**config.mk**
```make
export PLATFORM = sky130hd
export DESIGN_NAME = mdt_timer
export DESIGN_NICKNAME = d
export VERILOG_FILES = /design/src/logic/mdt_pkg.sv /design/src/logic/mdt_timer.sv
export VERILOG_INCLUDE_DIRS = /design/src /design/src/logic
export SDC_FILE = /design/constraint.sdc
export NUM_CORES = 1
export LEC_CHECK = 0
export BUFFER_PORTS_ARGS = -buffer_cell sky130_fd_sc_hd__buf_2
export CAP_MARGIN = 20
export CORE_MARGIN = 1
export CORE_UTILIZATION = 35
export CTS_BUF_LIST = sky130_fd_sc_hd__clkbuf_8
export CTS_CLUSTER_DIAMETER = 60
export DETAILED_ROUTE_END_ITERATION = 10
export SLEW_MARGIN = 20
export SYNTH_ARGS = -nofsm -noshare
export SYNTH_HDL_FRONTEND = slang
export SYNTH_SLANG_ARGS = --single-unit
```
**constraint.sdc**
```tcl
create_clock -name clk -period 7.6 [get_ports clk]
set_input_delay 1.14 -clock clk [delete_from_list [all_inputs] [get_ports clk]]
set_output_delay 1.14 -clock clk [all_outputs]
set_load 0.005 [all_outputs]
```
**src/logic/mdt_map.svh**
```systemverilog
/*
 multi-channel down timer: register offsets, field positions and response codes.
 assumes inclusion by the timer module and its bench only.
*/
`ifndef MDT_MAP_SVH
`define MDT_MAP_SVH
// channel register block: 16 bytes per channel, channel n at n*16
`define MDT_CH_STRIDE      32'h0000_0010
`define MDT_OFF_PERIOD     4'h0
`define MDT_OFF_COUNT      4'h4
`define MDT_OFF_CTRL       4'h8
`define MDT_OFF_STAT       4'hC
// global registers
`define MDT_OFF_MODULE_CONFIG     8'hF0
`define MDT_OFF_IDLE       8'hF4
`define MDT_OFF_CHANNEL_IN_USE_FLAG      8'hF8
// field positions
`define MDT_CNT_W          24
`define MDT_LOAD_BIT       31
`define MDT_CTRL_IE_BIT    0
`define MDT_CTRL_MODE_LO   1
`define MDT_PERIOD_DEFER_BIT 30
`define MDT_CTRL_STOP_BIT  4
`define MDT_STAT_IRQ_BIT   0
`define MDT_STAT_RUN_BIT   1
`define MDT_NUM_CH         4
`define MDT_RESP_OKAY      2'h0
`define MDT_RESP_SLVERR    2'h2
`endif

```
**src/logic/mdt_pkg.sv**
```systemverilog
/*
 multi-channel down timer types.
 assumes nothing beyond the timer module and the bench that import it.
*/
package mdt_pkg;
   // channel modes, as held in the mode field
   typedef enum logic [1:0] {
      MDT_REPEAT_INTERRUPT_MODE   = 2'h0,
      MDT_ONE_SHOT_INTERRUPT_MODE = 2'h1,
      MDT_ONE_SHOT_STALL_MODE     = 2'h2
   } mdt_mode_t;
   // bus slave states, one-hot
   typedef enum logic [2:0] {
      MDT_BUS_IDLE  = 3'b001,
      MDT_BUS_BRESP = 3'b010,
      MDT_BUS_RRESP = 3'b100
   } mdt_bus_t;
endpackage

```
**src/logic/mdt_timer.sv**
```systemverilog
/*
 multi-channel down timer: four down counters behind an axi4-lite slave.
 assumes one 25 MHz clock, synchronous active-high reset, single-beat
 accesses, one write and one read outstanding at most.

*/
`timescale 1ns/100ps
`include "mdt_map.svh"
module mdt_timer
   import mdt_pkg::*;
(
   input  wire logic        clk,           // 25 MHz system clock
   input  wire logic        srst,          // synchronous reset, active high
   input  wire logic [7:0]  s_axi_awaddr,  // write address
   input  wire logic        s_axi_awvalid, // write address valid
   output logic             s_axi_awready, // write address ready
   input  wire logic [31:0] s_axi_wdata,   // write data
   input  wire logic [3:0]  s_axi_wstrb,   // write byte enables
   input  wire logic        s_axi_wvalid,  // write data valid
   output logic             s_axi_wready,  // write data ready
   output logic [1:0]       s_axi_bresp,   // write response
   output logic             s_axi_bvalid,  // write response valid
   input  wire logic        s_axi_bready,  // write response ready
   input  wire logic [7:0]  s_axi_araddr,  // read address
   input  wire logic        s_axi_arvalid, // read address valid
   output logic             s_axi_arready, // read address ready
   output logic [31:0]      s_axi_rdata,   // read data
   output logic [1:0]       s_axi_rresp,   // read response
   output logic             s_axi_rvalid,  // read valid
   input  wire logic        s_axi_rready,  // read ready
   output logic [3:0]       chan_irq       // per-channel interrupt request
);
   localparam int NCH = `MDT_NUM_CH;
   localparam int CW  = `MDT_CNT_W;

   // decode of an address into a channel register; used by both bus paths
   function automatic logic ch_hit(input logic [7:0] a, input logic [3:0] off);
      ch_hit = (a[7:6] == 2'h0) && (a[3:0] == off);
   endfunction

   // channel state
   logic [CW-1:0] period   [NCH];      // programmed period
   logic [CW-1:0] count    [NCH];      // live counter
   logic [CW-1:0] pending  [NCH];      // deferred period awaiting interval end
   logic [NCH-1:0] pend_v;             // deferred period waiting
   logic [NCH-1:0] run_flag;           // counting_run_flag
   logic [NCH-1:0] irq_flag;           // expiry_interrupt_flag
   logic [NCH-1:0] irq_en;             // expiry_interrupt_enable
   mdt_mode_t      mode    [NCH];      // per-channel mode
   logic [NCH-1:0] in_use;             // channel_in_use_flag
   logic           multi_task_select;  // module_config field
   logic [CW-1:0]  next_period [NCH];
   logic [CW-1:0]  next_count  [NCH];
   logic [CW-1:0]  next_pending[NCH];
   logic [NCH-1:0] next_pend_v, next_run_flag, next_irq_flag, next_irq_en, next_in_use;
   mdt_mode_t      next_mode [NCH];
   logic           next_multi_task_select;

   // bus state
   mdt_bus_t       bus_st, next_bus_st;
   logic [7:0]     aw_q, next_aw_q;    // captured write address
   logic [31:0]    w_q, next_w_q;      // captured write data
   logic           aw_v, next_aw_v, w_v, next_w_v;
   logic [1:0]     bresp_q, next_bresp_q;
   logic [31:0]    rdata_q, next_rdata_q;
   logic [1:0]     rresp_q, next_rresp_q;
   logic           wr_fire;            // write applied this cycle
   logic           rd_fire;            // read accepted this cycle
   logic [NCH-1:0] idle_claim;         // one-hot claim by an idle read
   logic [NCH-1:0] free_vec;           // channels available
   logic [2:0]     lowest_free;        // index, 4 means none free

   // full-word write only; partial strobes are taken as full to keep fields coherent
   assign s_axi_awready = (bus_st == MDT_BUS_IDLE) && !aw_v;
   assign s_axi_wready  = (bus_st == MDT_BUS_IDLE) && !w_v;
   assign s_axi_arready = (bus_st == MDT_BUS_IDLE) && !aw_v && !w_v && !s_axi_awvalid;
   assign s_axi_bvalid  = (bus_st == MDT_BUS_BRESP);
   assign s_axi_rvalid  = (bus_st == MDT_BUS_RRESP);
   assign s_axi_bresp   = bresp_q;
   assign s_axi_rresp   = rresp_q;
   assign s_axi_rdata   = rdata_q;
   assign wr_fire = (bus_st == MDT_BUS_IDLE) && aw_v && w_v;
   assign rd_fire = s_axi_arvalid && s_axi_arready;

   // lowest free channel; a free channel is one not in use in multi-task mode, else one not running
   always_comb begin
      free_vec    = multi_task_select ? ~in_use : ~run_flag;
      lowest_free = 3'h4;
      for (int i = NCH - 1; i >= 0; i--) begin
         if (free_vec[i]) begin
            lowest_free = 3'(i);
         end
      end
   end

   // reading the idle register in multi-task mode claims the channel
   always_comb begin
      idle_claim = '0;
      if (rd_fire && multi_task_select && s_axi_araddr == `MDT_OFF_IDLE
          && lowest_free != 3'h4) begin
         idle_claim[lowest_free[1:0]] = 1'b1;
      end
   end

   // bus next-state: capture address and data in either order, answer after both
   always_comb begin
      next_bus_st  = bus_st;
      next_aw_q    = aw_q;
      next_w_q     = w_q;
      next_aw_v    = aw_v;
      next_w_v     = w_v;
      next_bresp_q = bresp_q;
      next_rdata_q = rdata_q;
      next_rresp_q = rresp_q;
      unique case (bus_st)
         MDT_BUS_IDLE: begin
            if (s_axi_awvalid && s_axi_awready) begin
               next_aw_q = s_axi_awaddr;
               next_aw_v = 1'b1;
            end
            if (s_axi_wvalid && s_axi_wready) begin
               next_w_q = s_axi_wdata;
               next_w_v = 1'b1;
            end
            if (wr_fire) begin
               next_aw_v    = 1'b0;
               next_w_v     = 1'b0;
               next_bus_st  = MDT_BUS_BRESP;
               next_bresp_q = (aw_q[7:6] == 2'h0 || aw_q == `MDT_OFF_MODULE_CONFIG ||
                               aw_q == `MDT_OFF_CHANNEL_IN_USE_FLAG) ? `MDT_RESP_OKAY : `MDT_RESP_SLVERR;
            end else if (rd_fire) begin
               next_bus_st  = MDT_BUS_RRESP;
               next_rresp_q = `MDT_RESP_OKAY;
               next_rdata_q = '0;
               if (s_axi_araddr[7:6] == 2'h0) begin
                  if (ch_hit(s_axi_araddr, `MDT_OFF_PERIOD)) begin
                     next_rdata_q[CW-1:0] = period[s_axi_araddr[5:4]];
                  end else if (ch_hit(s_axi_araddr, `MDT_OFF_COUNT)) begin
                     next_rdata_q[CW-1:0] = count[s_axi_araddr[5:4]];
                  end else if (ch_hit(s_axi_araddr, `MDT_OFF_CTRL)) begin
                     // enables read back as in force
                     next_rdata_q[`MDT_CTRL_IE_BIT] = irq_en[s_axi_araddr[5:4]];
                     next_rdata_q[`MDT_CTRL_MODE_LO +: 2] = mode[s_axi_araddr[5:4]];
                  end else begin
                     next_rdata_q[`MDT_STAT_IRQ_BIT] = irq_flag[s_axi_araddr[5:4]];
                     next_rdata_q[`MDT_STAT_RUN_BIT] = run_flag[s_axi_araddr[5:4]];
                  end
               end else if (s_axi_araddr == `MDT_OFF_MODULE_CONFIG) begin
                  next_rdata_q[0] = multi_task_select;
               end else if (s_axi_araddr == `MDT_OFF_IDLE) begin
                  next_rdata_q[2:0] = lowest_free;
               end else if (s_axi_araddr == `MDT_OFF_CHANNEL_IN_USE_FLAG) begin
                  next_rdata_q[NCH-1:0] = in_use;
               end else begin
                  next_rresp_q = `MDT_RESP_SLVERR;
               end
            end
         end
         MDT_BUS_BRESP: begin
            if (s_axi_bready) begin
               next_bus_st = MDT_BUS_IDLE;
            end
         end
         MDT_BUS_RRESP: begin
            if (s_axi_rready) begin
               next_bus_st = MDT_BUS_IDLE;
            end
         end
         default: begin
            next_bus_st = MDT_BUS_IDLE;
         end
      endcase
   end

   // one identical channel instance per index
   for (genvar c = 0; c < NCH; c++) begin : g_ch
      logic wsel;  // write targets this channel
      assign wsel = wr_fire && aw_q[7:6] == 2'h0 && aw_q[5:4] == 2'(c);
      always_comb begin
         next_period[c]  = period[c];
         next_count[c]   = count[c];
         next_pending[c] = pending[c];
         next_pend_v[c]  = pend_v[c];
         next_run_flag[c] = run_flag[c];
         next_irq_flag[c] = irq_flag[c];
         next_irq_en[c]  = irq_en[c];
         next_mode[c]    = mode[c];
         if (run_flag[c]) begin
            if (count[c] != '0) begin
               next_count[c] = count[c] - CW'(1);
            end else begin
               next_irq_flag[c] = 1'b1;
               if (mode[c] == MDT_REPEAT_INTERRUPT_MODE) begin
                  // deferred period takes effect at interval end
                  next_period[c] = pend_v[c] ? pending[c] : period[c];
                  next_count[c]  = pend_v[c] ? pending[c] : period[c];
                  next_pend_v[c] = 1'b0;
               end else begin
                  next_run_flag[c] = 1'b0;
               end
            end
         end
         if (wsel && ch_hit(aw_q, `MDT_OFF_PERIOD)) begin
            // one-shot modes, force-load, idle or immediate all load now
            // a deferred value in stall mode would be lost, as it never reloads
            // force-load bit
            if (w_q[`MDT_LOAD_BIT] || !w_q[`MDT_PERIOD_DEFER_BIT] || !run_flag[c]
                || mode[c] != MDT_REPEAT_INTERRUPT_MODE) begin
               next_period[c]  = w_q[CW-1:0];
               next_count[c]   = w_q[CW-1:0];
               next_pend_v[c]  = 1'b0;
               next_run_flag[c] = (w_q[CW-1:0] != '0);
            end else begin
               next_pending[c] = w_q[CW-1:0];
               next_pend_v[c]  = 1'b1;
            end
         end
         if (wsel && ch_hit(aw_q, `MDT_OFF_CTRL)) begin
            next_irq_en[c] = w_q[`MDT_CTRL_IE_BIT];
            // per-channel mode; the unused code maps to repeat
            next_mode[c] = (w_q[`MDT_CTRL_MODE_LO +: 2] == 2'h3) ? MDT_REPEAT_INTERRUPT_MODE
                           : mdt_mode_t'(w_q[`MDT_CTRL_MODE_LO +: 2]);
            if (w_q[`MDT_CTRL_STOP_BIT]) begin
               next_run_flag[c] = 1'b0;
               next_count[c]    = '0;
               next_pend_v[c]   = 1'b0;
            end
         end
         // mask clear; a same-cycle expiry wins
         if (wsel && ch_hit(aw_q, `MDT_OFF_STAT) && w_q[`MDT_STAT_IRQ_BIT]
             && !(run_flag[c] && count[c] == '0)) begin
            next_irq_flag[c] = 1'b0;
         end
         // claim by idle read, release only by software
         next_in_use[c] = in_use[c];
         if (idle_claim[c]) begin
            next_in_use[c] = 1'b1;
         end else if (wr_fire && aw_q == `MDT_OFF_CHANNEL_IN_USE_FLAG && w_q[c]) begin
            next_in_use[c] = 1'b0;
         end
      end
      // request only while enabled and flagged
      assign chan_irq[c] = irq_flag[c] && irq_en[c];
   end

   always_comb begin
      next_multi_task_select = multi_task_select;
      if (wr_fire && aw_q == `MDT_OFF_MODULE_CONFIG) begin
         next_multi_task_select = w_q[0];
      end
   end

   // register everything; reset to stopped, repeat mode, hardware-status mode
   always_ff @(posedge clk) begin
      if (srst) begin
         bus_st <= MDT_BUS_IDLE;
         aw_q <= '0; w_q <= '0; aw_v <= 1'b0; w_v <= 1'b0;
         bresp_q <= '0; rdata_q <= '0; rresp_q <= '0;
         pend_v <= '0; run_flag <= '0; irq_flag <= '0; irq_en <= '0; in_use <= '0;
         multi_task_select <= 1'b0;
         for (int i = 0; i < NCH; i++) begin
            period[i] <= '0; count[i] <= '0; pending[i] <= '0;
            mode[i] <= MDT_REPEAT_INTERRUPT_MODE;
         end
      end else begin
         bus_st <= next_bus_st;
         aw_q <= next_aw_q; w_q <= next_w_q; aw_v <= next_aw_v; w_v <= next_w_v;
         bresp_q <= next_bresp_q; rdata_q <= next_rdata_q; rresp_q <= next_rresp_q;
         pend_v <= next_pend_v; run_flag <= next_run_flag; irq_flag <= next_irq_flag;
         irq_en <= next_irq_en; in_use <= next_in_use;
         multi_task_select <= next_multi_task_select;
         for (int i = 0; i < NCH; i++) begin
            period[i] <= next_period[i]; count[i] <= next_count[i];
            pending[i] <= next_pending[i]; mode[i] <= next_mode[i];
         end
      end
   end
endmodule // mdt_timer

```
==> results.md <==
* Post-CTS Hold Fix Bufs at 0
* CP Capture Type: flip-flop
* Sequential share of the synthesized area at 36.40%
* Top cell type's share of synthesized area at 36.40%
* Fin Setup TNS at 0 ns
* Yosys reg bits at 382
* Post-synth EDFFs at 0
* Syn_area_per_cell at 8.052 sq um
* # diodes at 0
* Clock latency on the worst-skew pair at 0.68 ns
* Max Root-Sink Buffers at 3
* Layout Skew at 0.03936 ns
* Startpoint types: flip-flop
* Peak supply drop at 0.0001087 V
* Slew Limit Fails at 0
* Setup violators final at 0
* GRT Total Usage at 28.24%
* Drt pass-1 iters at 9
* Row cnt at 89
* Final nets at 2674
* CTS sink cnt at 382
* Number of DRC markers in iteration 0 at 2494
* Vias per std cell at 6.132
* Status: finished, violations left
* Worst-Margin Slew at 1.254 ns
* CTS buffer count at 72
* Hold WC Path Type: flip-flop to flip-flop
* Leak Pwr at 8.459 nW
* WL/cell at 25.45 um
* Final hold vios at 0
* Port Buf Inserts at 83
* Die W at 247.0 um
* Most numerous cell in the Yosys netlist: nand2_1
* Starting Density at 35.53%
* Post-CTS Setup Inserts at 0
* Layout cells sized above 1 at 14.69%
* Post-CTS Resized at 0
* Top cells by count, synth: 482 x nand2_1, 382 x dfxtp_1, 295 x a21oi_1
* Setup CP Type: flip-flop to flip-flop
* Slew Limit Headroom at 15.71%
* WL final at 87420 um
* Die ar. at 61010 sq um
* Vias in the first global route at 19690
* Post-synth top area cell: dfxtp_1
* ANT nets after route at 0
* Failing checks: DRC
* Clock root buffer: clkbuf_8
* GP Congestion at 0.9825
* Post-synth ARST share at 0%
* RSZ-0062 raised after global routing: no
* TritonCTS clock tree: built
* Min Tclk post-route at 3.988 ns
* Die height at 247.0 um
* Detailed-route DRC error count at 8
* WP data required at 8.09 ns
* Yosys warnings at 0
* H-tree depth at 3
* Most used DFF post-synth: dfxtp_1
* Total Power at 0.004911 W
* First-pass GRT wire length at 127900 um
* Clk pin slew, worst setup/hold paths at 0.06 ns
* Largest net degree at the start of global routing at 110
* Layout Area Growth over Synthesis at 11.94%
* Initial antenna violation count at 6
* Vias at 21060
* Mapped cell area at 21010 sq um
* Core area at 59130 sq um
* Grt total ovfl at 0
* Synth area leaders: dfxtp_1 36%, nand2_1 8.6%, a21oi_1 7.0%
* Worst Path Arrival at 4.48 ns
* Pwr dens at 208.8 nW/um^2
* Io pins at 104
* Hpwl dp at 62560 um
* Max frequency at 0.2507 GHz
* Total of max-cap violations at 0
* Final period util at 52.48%
* Netlist cell types at 82
* Post-Synthesis Cells at 2609
* Crit-path max FO at 15
## final cells by class
cell class	count	area, sq um
inverters	23	86.33
fillers	5931	35610
multi-input cells	1993	12460
clock inverters	37	287.8
clock buffers	88	1211
repair buffers	139	855.8
well taps	773	967.2
flip-flops and latches	382	7647
## per-stage QoR
stage / hold slack, ns / setup WS [ns] / cells / area [sq um] / utilization [%]
after floorplan: 0.4284 / 4.464 / 2618 / 21040 / -
after global placement: 0.4378 / 3.674 / 3309 / 21990 / 37.19
after detailed placement: 0.4414 / 3.687 / 3310 / 22010 / 37.22
after CTS: 0.4491 / 3.661 / 3435 / 23510 / 39.76
after global routing: 0.4663 / 3.351 / 3435 / 23520 / 39.77
final: 0.4511 / 3.612 / 3435 / 23520 / 39.77
## cells in the final DEF (no fill, tap or decap), types with 15 or more instances in the layout
cell type,n
mux2_2,49
dfxtp_1,382
a22oi_1,25
nor2_1,200
or4_1,23
nand3_1,58
nor3_1,67
nor4_1,45
mux2i_1,111
a22o_1,22
o21ai_0,111
mux4_2,53
a211oi_1,62
buf_2,81
mux2_1,16
or3_1,27
clkbuf_8,88
nand2_1,480
a31oi_1,15
o211ai_1,47
nand4_1,25
buf_4,55
inv_1,46
a21oi_1,295
and3_1,15
## report_power, final
part / internal, W / total (W) / leakage [nW] / switching [W]
registers: 0.00204 / 0.00214 / 3.08 / 0.0000970
logic: 0.000191 / 0.000619 / 4.52 / 0.000428
clock network: 0.00121 / 0.00215 / 0.851 / 0.000941
## path summary, 6_finish.rpt
kind                            slack (ns)  cells after the start              to      startpoint
worst max-delay path                  3.61                      7   period[1][16]     count[1][4]
worst min-delay path                  0.45                      2  pending[3][11]  pending[3][11]
worst max register to register        3.61                      7   period[1][16]     count[1][4]
worst min register to register        0.45                      2  pending[3][11]  pending[3][11]
## registers in the layout, indices dropped and copies added, names as in the netlist
name and cells:
pending 96, w_q 26, pend_v 4, period 96, mode 8, irq_flag 4
aw_q 8, multi_task_select 1, w_v 1, in_use 4, s_axi_rdata 24, irq_en 4
count 96, bus_st 3, s_axi_rresp 1, s_axi_bresp 1, aw_v 1, run_flag 4
## critical path, cell delays in order, from the launching register on
cell	delay (ns)
dfxtp_1	0.40
nor4_1	0.85
nand4_1	0.58
nor3_4	0.80
and2_1	0.44
buf_4	0.39
mux2i_1	0.24
a211oi_1	0.09
## per-layer routing
layer	vias up	share of wire, %	GRT usage (%)
met3	194	9.7	5.763
met2	1045	45	44.35
li1	9523	-	-
met4	4	3.8	10.93
met5	-	0.038	0
met1	10300	42	37.75
## kinds of logic after synthesis
logic type / count (synthesis) / share of synthesized area [%]
compound gates: 705 / 21.10
xor+xnor: 13 / 0.5420
fa+ha+maj: 4 / 0.2382
buf+inv: 243 / 4.765
flops: 382 / 36.40
mux: 229 / 14.46
other cells: 1 / 0.01785
simple gates: 1032 / 22.48
(Power assumes the default switching activity.)
